$ cat src/shared/e1tz_pkg.sv
// Shared constants and types for the timeslot zero framer
package e1tz_pkg;
	// ****************************************************************
	// Synchroniser lane positions for pins from outside the clock domain
	// ****************************************************************
	localparam int P_SCAN = 0;
	localparam int P_TCLK = 1;
	localparam int P_FRS = 2;
	localparam int P_D1N = 3;
	localparam int P_D1S = 4;
	localparam int P_RCLK = 5;
	localparam int P_RD = 6;
	localparam int P_RRST = 7;
	localparam int P_CRC = 8;
	localparam int P_F13 = 9;
	localparam int P_F15 = 10;
	localparam int PIN_N = 11;

	// ****************************************************************
	// Frame geometry
	// ****************************************************************
	localparam logic [3:0] BIT_FIRST = 4'h1;
	localparam logic [3:0] BIT_LAST = 4'h8;
	localparam logic [4:0] TS_ZERO = 5'h00;
	localparam logic [4:0] TS_ONE = 5'h01;
	localparam logic [4:0] TS_MID = 5'h10;
	localparam logic [4:0] TS_LAST = 5'h1F;
	localparam logic [6:0] FAS_WORD = 7'h1B;
	localparam logic [1:0] BAD_LIMIT = 2'h3;
	localparam int USER_W = 6;

	// ****************************************************************
	// Reset values
	// ****************************************************************
	localparam logic CCR_IDLE = 1'b1;
	localparam logic TS0_RST = 1'b1; // Counters restart inside TS0, so the marker starts high
	localparam logic CK8_RST = 1'b1;
	localparam logic SYNC_FR_RST = 1'b1;

	// Receiver alignment state
	typedef enum logic [1:0] {
		ST_OUT = 2'b01,
		ST_IN = 2'b10
	} e1tz_sync_t;
endpackage : e1tz_pkg

$ cat src/logic/e1tz_rx_alarm.sv
// Remote alarm persistence check for the timeslot zero receiver
`timescale 1ns/1ps
module e1tz_rx_alarm
	import e1tz_pkg::*;
(
	input wire logic i_clk_sys,
	input wire logic i_rst_n,
	input wire logic i_ce,
	input wire logic i_upd,
	input wire logic i_bit3,
	input wire logic i_in_sync,
	output logic o_rx_remote_alarm
);
	// ****************************************************************
	// State
	// ****************************************************************
	typedef struct packed {
		logic prev;
		logic rx_remote_alarm;
	} e1tz_rai_t;

	e1tz_rai_t r;
	e1tz_rai_t next_r;

	// Update once per non-sync frame boundary
	always_comb begin
		next_r = r;
		if (i_upd) begin
			if (!i_in_sync) begin
				next_r.rx_remote_alarm = 1'b0;
				next_r.prev = 1'b0;
			end else begin
				if (i_bit3 && r.prev) begin
					next_r.rx_remote_alarm = 1'b1;
				end else if (!i_bit3 && !r.prev) begin
					next_r.rx_remote_alarm = 1'b0;
				end
				next_r.prev = i_bit3;
			end
		end
	end

	// Register with synchronous reset
	always_ff @(posedge i_clk_sys) begin
		if (!i_rst_n) begin
			r <= '0;
		end else if (i_ce) begin
			r <= next_r;
		end
	end

	assign o_rx_remote_alarm = r.rx_remote_alarm;
endmodule : e1tz_rx_alarm

$ cat src/logic/e1tz_framer.sv
// Timeslot zero transmit and receive timing, international bits and alarms
//
// Operation
// - Non-sync frames send the non-sync international input in bit 1 of TS0.
// - Sync frames send the sync international input in bit 1 of TS0.
// - Sync frame marker toggles after bit 1 of TS1, high in sync TS0.
// - TS0 marker is high for the eight bit periods of TS0 only.
// - Scan select high enters scan mode; outside logic keeps it low normally.
// - Channel reset strobe is low one period in bit 1 TS1 of sync frames.
// - 8 kHz clock falls at bit 8 of TS0, rises at bit 8 TS16.
// - In sync, two consecutive high bit 3 values raise the remote alarm.
// - Remote alarm changes only at bit 1 TS1 of non-sync frames.
// - After losing sync the remote alarm is forced low until sync returns.
// - Bits count 1 to 8, timeslots 0 to 31, frames alternate.
// - Checksum mode lets frame 13 and 15 markers steer international bits.
// - User bits 3 to 8 of non-sync TS0 update half a period after TS0.
// - Three consecutive bad alignment words while in sync drop sync.
`timescale 1ns/1ps
module e1tz_framer
	import e1tz_pkg::*;
(
	input wire logic i_clk_sys,
	input wire logic i_rst_n,
	input wire logic i_ce,
	input wire logic i_scan_test_select,
	input wire logic i_tx_bit_clk,
	input wire logic i_tx_frame_sync_in,
	input wire logic i_tx_intl_bit_nonsync_in,
	input wire logic i_tx_intl_bit_sync_in,
	input wire logic i_rx_bit_clk,
	input wire logic i_rx_data,
	input wire logic i_rx_reset,
	input wire logic i_rx_crc_mode,
	input wire logic i_rx_frame13_marker,
	input wire logic i_rx_frame15_marker,
	input wire logic i_rx_align_found,
	output logic o_scan_mode,
	output logic o_tx_data,
	output logic o_tx_sync_frame_marker,
	output logic o_rx_ts0_marker,
	output logic o_rx_channel_reset_strobe_n,
	output logic o_rx_eight_khz_clock,
	output logic o_rx_intl_bit_nonsync,
	output logic o_rx_intl_bit_sync,
	output logic [USER_W-1:0] o_rx_user_bits,
	output logic o_rx_sync_word_error,
	output logic o_rx_in_sync,
	output logic o_rx_remote_alarm
);
	// ****************************************************************
	// State
	// ****************************************************************
	typedef struct packed {
		logic [PIN_N-1:0] s1;
		logic [PIN_N-1:0] s2;
		logic [PIN_N-1:0] s3;
		logic [3:0] tx_bit;
		logic [4:0] tx_ts;
		logic tx_active;
		logic tx_marker;
		logic tx_data;
		logic [3:0] rx_bit;
		logic [4:0] rx_ts;
		logic rx_sync_fr;
		logic [6:0] rx_shift;
		logic [7:0] rx_word;
		logic rx_f13;
		logic rx_f15;
		logic ts0;
		logic ccr_n;
		logic ck8;
		logic q1n;
		logic q1s;
		logic [USER_W-1:0] user;
		e1tz_sync_t st;
		logic [1:0] bad;
		logic er;
	} e1tz_state_t;

	e1tz_state_t r;
	e1tz_state_t next_r;
	logic [PIN_N-1:0] pins;
	logic fn;
	logic tclk_rise;
	logic frs_rise;
	logic rclk_rise;
	logic rclk_fall;
	logic rai_upd;

	// Pins gathered for the three-stage synchroniser
	assign pins = {i_rx_frame15_marker, i_rx_frame13_marker, i_rx_crc_mode, i_rx_reset,
		i_rx_data, i_rx_bit_clk, i_tx_intl_bit_sync_in, i_tx_intl_bit_nonsync_in,
		i_tx_frame_sync_in, i_tx_bit_clk, i_scan_test_select};

	// Edge events taken from the second and third stages only
	assign fn = ~r.s2[P_SCAN];
	assign tclk_rise = r.s2[P_TCLK] & ~r.s3[P_TCLK];
	assign frs_rise = r.s2[P_FRS] & ~r.s3[P_FRS];
	assign rclk_rise = r.s2[P_RCLK] & ~r.s3[P_RCLK];
	assign rclk_fall = ~r.s2[P_RCLK] & r.s3[P_RCLK];

	// ****************************************************************
	// Next state
	// ****************************************************************
	always_comb begin
		next_r = r;
		rai_upd = 1'b0;
		next_r.s1 = pins;
		next_r.s2 = r.s1;
		next_r.s3 = r.s2;
		if (fn) begin
			// Transmit: frame sync rise opens TS0 and presents bit 1
			if (frs_rise) begin
				next_r.tx_bit = BIT_FIRST;
				next_r.tx_ts = TS_ZERO;
				next_r.tx_active = 1'b1;
				if (r.tx_marker) begin
					next_r.tx_data = r.s2[P_D1S];
				end else begin
					next_r.tx_data = r.s2[P_D1N];
				end
			end else if (tclk_rise && r.tx_active) begin
				if (r.tx_ts == TS_ONE && r.tx_bit == BIT_FIRST) begin
					next_r.tx_marker = ~r.tx_marker;
				end
				next_r.tx_data = 1'b0;
				if (r.tx_bit == BIT_LAST) begin
					next_r.tx_bit = BIT_FIRST;
					next_r.tx_ts = r.tx_ts + TS_ONE;
				end else begin
					next_r.tx_bit = r.tx_bit + BIT_FIRST;
				end
			end

			// Receive: bit boundaries on the bit clock rise
			if (rclk_rise) begin
				if (r.rx_bit == BIT_LAST) begin
					next_r.rx_bit = BIT_FIRST;
					next_r.rx_ts = r.rx_ts + TS_ONE;
					if (r.rx_ts == TS_LAST) begin
						next_r.rx_sync_fr = ~r.rx_sync_fr;
					end
				end else begin
					next_r.rx_bit = r.rx_bit + BIT_FIRST;
				end
				next_r.ts0 = (next_r.rx_ts == TS_ZERO);
				next_r.ccr_n = !(next_r.rx_sync_fr && next_r.rx_ts == TS_ONE &&
					next_r.rx_bit == BIT_FIRST);
				if (next_r.rx_bit == BIT_LAST && next_r.rx_ts == TS_ZERO) begin
					next_r.ck8 = 1'b0;
				end else if (next_r.rx_bit == BIT_LAST && next_r.rx_ts == TS_MID) begin
					next_r.ck8 = 1'b1;
				end
				rai_upd = !next_r.rx_sync_fr && next_r.rx_ts == TS_ONE &&
					next_r.rx_bit == BIT_FIRST;
			end

			// Receive: data is latched on the bit clock fall
			if (rclk_fall) begin
				next_r.rx_shift = {r.rx_shift[5:0], r.s2[P_RD]};
				if (r.rx_ts == TS_ZERO && r.rx_bit == BIT_LAST) begin
					next_r.rx_word = {r.rx_shift, r.s2[P_RD]};
					next_r.rx_f13 = r.s2[P_F13];
					next_r.rx_f15 = r.s2[P_F15];
				end
				// Half a period after TS0: publish and check
				if (r.rx_ts == TS_ONE && r.rx_bit == BIT_FIRST) begin
					if (!r.rx_sync_fr) begin
						next_r.user = r.rx_word[USER_W-1:0];
						next_r.er = 1'b0;
						if (!r.s2[P_CRC]) begin
							next_r.q1n = r.rx_word[7];
						end else begin
							if (r.rx_f13) begin
								next_r.q1s = r.rx_word[7];
							end
							if (r.rx_f15) begin
								next_r.q1n = r.rx_word[7];
							end
						end
					end else begin
						if (!r.s2[P_CRC]) begin
							next_r.q1s = r.rx_word[7];
						end
						if (r.st == ST_IN) begin
							if (r.rx_word[6:0] != FAS_WORD) begin
								next_r.er = 1'b1;
								next_r.bad = r.bad + 2'h1;
								if (r.bad == BAD_LIMIT - 2'h1) begin
									next_r.st = ST_OUT;
									next_r.bad = 2'h0;
								end
							end else begin
								next_r.bad = 2'h0;
								next_r.er = 1'b0;
							end
						end
					end
				end
				// Receiver reset pin forces loss of alignment
				if (r.s2[P_RRST]) begin
					next_r.st = ST_OUT;
					next_r.bad = 2'h0;
				end
			end

			// Alignment found by the hunting logic
			if (i_rx_align_found && r.st == ST_OUT && !r.s2[P_RRST]) begin
				next_r.st = ST_IN;
				next_r.bad = 2'h0;
			end
		end
	end

	// Register with synchronous reset and clock enable
	always_ff @(posedge i_clk_sys) begin
		if (!i_rst_n) begin
			r <= '0;
			r.tx_bit <= BIT_FIRST;
			r.rx_bit <= BIT_FIRST;
			r.rx_sync_fr <= SYNC_FR_RST;
			r.ccr_n <= CCR_IDLE;
			r.ts0 <= TS0_RST;
			r.ck8 <= CK8_RST;
			r.st <= ST_OUT;
		end else if (i_ce) begin
			r <= next_r;
		end
	end

	// ****************************************************************
	// Remote alarm
	// ****************************************************************
	e1tz_rx_alarm u_alarm (
		.i_clk_sys(i_clk_sys),
		.i_rst_n(i_rst_n),
		.i_ce(i_ce),
		.i_upd(rai_upd),
		.i_bit3(r.rx_word[5]),
		.i_in_sync(r.st == ST_IN),
		.o_rx_remote_alarm(o_rx_remote_alarm)
	);

	// Outputs straight from state
	assign o_scan_mode = r.s2[P_SCAN];
	assign o_tx_data = r.tx_data;
	assign o_tx_sync_frame_marker = r.tx_marker;
	assign o_rx_ts0_marker = r.ts0;
	assign o_rx_channel_reset_strobe_n = r.ccr_n;
	assign o_rx_eight_khz_clock = r.ck8;
	assign o_rx_intl_bit_nonsync = r.q1n;
	assign o_rx_intl_bit_sync = r.q1s;
	assign o_rx_user_bits = r.user;
	assign o_rx_sync_word_error = r.er;
	assign o_rx_in_sync = (r.st == ST_IN);
endmodule : e1tz_framer

$ cat config.mk
export PLATFORM = sky130hd
export DESIGN_NAME = e1tz_framer
export DESIGN_NICKNAME = d
export VERILOG_FILES = /design/src/shared/e1tz_pkg.sv /design/src/logic/e1tz_rx_alarm.sv /design/src/logic/e1tz_framer.sv
export SDC_FILE = /design/constraint.sdc
export NUM_CORES = 1
export LEC_CHECK = 0
export BUFFER_PORTS_ARGS = -buffer_cell sky130_fd_sc_hd__buf_4
export CORE_ASPECT_RATIO = 1.2
export CORE_MARGIN = 2
export CORE_UTILIZATION = 55
export DETAILED_ROUTE_END_ITERATION = 10
export PLACE_DENSITY = 0.74
export SETUP_SLACK_MARGIN = 0.02
export SLEW_MARGIN = 20
export SYNTH_ARGS = -nofsm -noshare
export SYNTH_HDL_FRONTEND = slang
export SYNTH_SLANG_ARGS = --single-unit
$ cat constraint.sdc
create_clock -name i_clk_sys -period 3.1 [get_ports i_clk_sys]
set_input_delay 0 -clock i_clk_sys [delete_from_list [all_inputs] [get_ports i_clk_sys]]
set_output_delay 0 -clock i_clk_sys [all_outputs]
set_load 0.02 [all_outputs]
# == After elaboration in Yosys (flattened, before gate mapping) ==
# Index checks and enable logic that the tools add are counted.
# word_totals
register_bits,85
output_inout_bits,17
wordCells,150
# op_classes
addsub,5
eq_ne,19
n_mux,40
bitwise,12
reduce_logical,48
# op_table
cell,count
2-to-1 mux 4 bit,11
2-to-1 mux 5 bit,4
2-to-1 mux 6 bit,3
2-to-1 mux 9 bit,2
2-to-1 mux 1 bit,17
equality test 5 x 1 -> 1 bit (second input constant),3
AND reduction 3 bit,5
AND reduction 5 bit,3
logical AND 1 bit,14
equality test 4 x 1 -> 1 bit (second input constant),3
equality test 4 bit (second input constant),3
AND reduction 4 bit,3
AND reduction 6 bit,2
nonzero test 2 bit,6
nonzero test 3 bit,4
adder 5 x 1 -> 5 bit (second input constant),2
equality test 5 bit (second input constant),2
zero test 5 bit,2
adder 4 x 1 -> 4 bit (second input constant),2
NOT 1 bit,8
AND reduction 8 bit,1
!= test 7 x 5 -> 1 bit (second input constant),1
AND reduction 7 bit,1
zero test 1 bit,5
other kinds (11),17

# == Longest topological paths before layout ==
# logic_depth
ltp_word,12
mapped_depth,9

# == Cells and area by module ==
# From an unflattened synthesis, not the netlist that was laid out.
# unflattened
hier_cells,424
hier_area_um2,3743.6
# modules_own_cells
module,instances,cells_per_inst,area_per_inst_um2
e1tz_framer,1,413,3649.8
e1tz_rx_alarm,1,11,93.8

# == Worst setup path after synthesis ==
# Ideal clock, no wire load.
# synth_timing
kind,register to register
from,register r[35] (netlist name)
to,register u_alarm.r[1] (netlist name)
setup_ns,0.070
arrival_ns,2.334
required_time_ns,3.030
setup_slack_ns,0.696
stages_incl_launch_ff,9
n_path_buf,0
synth_period_minus_slack_ns,2.404
path_cell_list,dfxtp_1 > ha_1 > and3_1 > ha_1 > or3b_2 > nor2_1 > o221ai_1 > or4_1 > a21oi_1
# synth_via
elab_chain_len,11
# synth_lines
element,line,source
"start, declared",e1tz_framer.sv:80,e1tz_state_t r;
"start signal, assigned",e1tz_framer.sv:227,r <= next_r;
branches (longest 2 deep; another with adder 5 x 1 -> 5 bit),n/a,
2-to-1 mux 6 bit (*),e1tz_framer.sv:137,if (r.rx_bit == BIT_LAST) begin
2-to-1 mux 6 bit (*),e1tz_framer.sv:136,if (rclk_rise) begin
2-to-1 mux 6 bit (*),e1tz_framer.sv:111,if (fn) begin
branches (longest 1 deep; another with equality test 5 x 1 -> 1 bit),n/a,
logical AND 1 bit (*) (2 in series),e1tz_framer.sv:154,rai_upd = !next_r.rx_sync_fr && next_r.rx_ts == TS_ONE &&
2-to-1 mux 1 bit (*),e1tz_framer.sv:136,
2-to-1 mux 1 bit (*),e1tz_framer.sv:111,
AND reduction 2 bit (no source line) (*),n/a,
"end signal, assigned",e1tz_rx_alarm.sv:48,r <= next_r;
"end, declared",e1tz_rx_alarm.sv:22,e1tz_rai_t r;
# Every way passes the cells marked *. The select of a mux whose other input is x is not followed.
# A chain may end at the register's enable or synchronous reset.

# == Worst setup path after layout ==
# Same ends and word-level chain as after synthesis.

==> results.toml <==
[timing]
setup_tns_ns = 0
rsz0062_at_grt = "false"
tightest_slew_ns = 0.884
slew_headroom_pct = 41.1
finalHoldViolations = 0
fmax_ghz = 0.383
finalCritPeriodShare_pct = 84.3
clock_skew_ns = 0.0124
finalCriticalPeriod_ns = 2.61
fin_ws_ns = 0.487
setup_viol = 0
maxSlewViolCount = 0

[route]
wire_per_inst_um = 14.0
dr.pass1.iters = 4
drt_iter0_drc = 194
top_layer = "met4"
wl_met1_um = 3520
vias_per_cell = 5.38
met3_length_um = 210
drt.antenna.violating_nets = 0
drc_errors = 0
met2_length_um = 3680
drt_wl_total_um = 7520
via_count = 2881

[yosys]
synth_area_sq_mm = 0.00380
syn-num-nets = 448
ys_top_cells_by_area = "dfxtp_1 43%, mux2i_1 14%, nor2_1 8.2%"
synth_seq_area_share_pct = 43.2
synth_area_leader_cell = "dfxtp_1"
synthCells = 419
synth.avg_cell_area_sq_um = 9.07
synthDistinctLibCells = 56
synthArstFlopShare_pct = 0
synth-seq-cells = 82
ys.warnings.count = 0
dominantRegCellSynth = "dfxtp_1"
netlist.area_leader.share_pct = 43.2
synth_edf_count = 0

[worst_hold_path]
hold_class = "primary input to flip-flop"
whs_endpoint = "next_r[76]$_SDFFE_PN0P_"
min_path_cells = 3
hp-start = "i_ce"

[clock_tree]
clock_latency_ns = 0.35
htreeDepth = 3
cts_hold_buf = 12
postCtsSetupRepairBufs = 0
clkSlewWorstSetupHoldPaths_ns = 0.10
numCtsBuffers = 9
cts_sinks = 82
cts_root_buf = "clkbuf_8"
clockBufferDepth = 2
cts_resized = 0
cts_tree = "built"

[worst_setup_path]
path_class = "flip-flop to flip-flop"
crit_path_start = "r[35]$_SDFFE_PN0P_"
rrSetupSlack_ns = 0.49
reg2reg_depth = 8
critPathArrivalTime_ns = 2.87
r2r_start = "r[35]$_SDFFE_PN0P_"
worst-path-max-fanout = 5
start_kind = "flip-flop"
timing.rr.end = "u_alarm.r[1]$_SDFFE_PN0P_"
required_ns = 3.36
cp-end-kind = "flip-flop"

[floorplanning]
coreArea_sq_mm = 0.00677
rows = 33
initial_utilization_pct = 56.1
io_pins = 32
die_area_sq_mm = 0.00759
die_y_um = 95.1
fp.dieW_um = 79.9

[layout]
fin_cells = 536
final_cell_mix = "83 x nor2_1, 82 x dfxtp_1, 52 x mux2i_1, 33 x buf_4, 20 x nand2_1"
mostFrequentLayoutCell = "nor2_1"
syn2layout_area_growth_pct = 13.3
insertedDiodeCount = 0
nets = 473
post_route_cells_drive_above_1_share_pct = 14.3

[global_routing]
grt_pass1_vias = 2637
grt_overflow = 0
grt_pass1_wl_um = 12500
grt_antenna_before_repair = 0
grt_usage_pct = 21.0
grt_start_max_net_pins = 68

[flow_run]
max_cap_viol_count = 0

[placed_design]
place_ws_ns = 0.520
port-buffer-count = 31
place_congestion = 0.864
dpl.hpwl_um = 5040
place_inst = 508

[power]
power.density_mw_per_mm2 = 449
p_leak_nw = 1.69
vdd_ir_drop_max_uv = 426

[outcome]
status = "complete, no violations"
[per-stage QoR]
step                      hold WS (ns)  power (mW)  cell area (sq um)  util, %
final                            0.162        1.93               4300     63.6
after global routing             0.166        2.01               4300     63.6
after CTS                        0.155        1.94               4300     63.5
after detailed placement         0.244        1.21               4000     59.1
after global placement           0.235        1.21               4000     59.1
after floorplan                  0.147        1.18               3800        -
[cells in the mapped netlist (4+ instances only)]
master	count
xor2_1	4
nor2_1	83
buf_2	4
o21ai_0	7
mux2i_1	52
ha_1	14
nand2b_1	8
inv_1	14
or4_1	4
a21oi_1	15
nor3_1	9
nand3_1	10
buf_4	7
dfxtp_1	82
clkbuf_1	14
nand3b_1	6
nand4_1	4
nand2_1	20
xnor2_1	8
[logic make-up (layout without fill, tap and decap cells)]
| logic type | Yosys count | after routing | synth area share, % |
|---|---|---|---|
| simple gates | 168 | 168 | 21.8 |
| flops | 82 | 82 | 43.2 |
| mux | 52 | 52 | 13.7 |
| compound gates | 46 | 46 | 8.23 |
| buf+inv | 45 | 75 | 5.70 |
| fa+ha+maj | 14 | 14 | 4.61 |
| xor+xnor | 12 | 12 | 2.77 |
[critical path: stages (launching register included)]
cell and delay [ns]:
dfxtp_1 0.36, ha_1 0.22, and3_1 0.19, ha_1 0.31
or3b_2 0.47, nor2_1 0.14, o221ai_1 0.19, or4_1 0.50
a21oi_1 0.14
[power breakdown]
group          internal, mW  total (mW)  leakage (nW)  switching (mW)
Clock                 0.305       0.736        0.0848           0.431
Sequential             1.07        1.08         0.664          0.0136
Combinational        0.0541       0.112         0.939          0.0576
[routing by layer]
metal | global-route usage (%) | up-vias
met4 | 10.5 | 0
met3 | 3.69 | 8
met1 | 27.0 | 1357
met5 | 0 | -
li1 | - | 1481
met2 | 34.0 | 35
[state kept, by name, indices dropped and copies added (netlist names)]
signal	flops
o_rx_eight_khz_clock	1
next_r	21
o_rx_ts0_marker	1
u_alarm.r	1
o_rx_intl_bit_nonsync	1
r	44
o_tx_sync_frame_marker	1
o_scan_mode	1
o_tx_data	1
o_rx_user_bits	6
o_rx_intl_bit_sync	1
o_rx_channel_reset_strobe_n	1
u_alarm.o_rx_remote_alarm	1
o_rx_sync_word_error	1
[how the worst max path moves through the flow]
| stage | endpoint | slack (ns) | cells past startpoint |
|---|---|---|---|
| CTS | u_alarm.r[1]$_SDFFE_PN0P_ | 0.50 | 8 |
| global placement | u_alarm.r[1]$_SDFFE_PN0P_ | 0.57 | 8 |
| global route | u_alarm.r[1]$_SDFFE_PN0P_ | 0.26 | 8 |
| floorplan | u_alarm.r[1]$_SDFFE_PN0P_ | 0.70 | 8 |
| finish | u_alarm.r[1]$_SDFFE_PN0P_ | 0.49 | 8 |
| detailed placement | u_alarm.r[1]$_SDFFE_PN0P_ | 0.52 | 8 |
[cell type report]
| type | count | area (sq um) |
|---|---|---|
| Clock buffer | 9 | 124 |
| Clock inverter | 7 | 60.1 |
| Fill cell | 565 | 2470 |
| Inverter | 14 | 53.8 |
| Multi-Input combinational cell | 292 | 1950 |
| Sequential cell | 82 | 1640 |
| Tap cell | 87 | 109 |
| Timing Repair Buffer | 45 | 368 |
No activity file was read; power rests on OpenSTA's default activity.
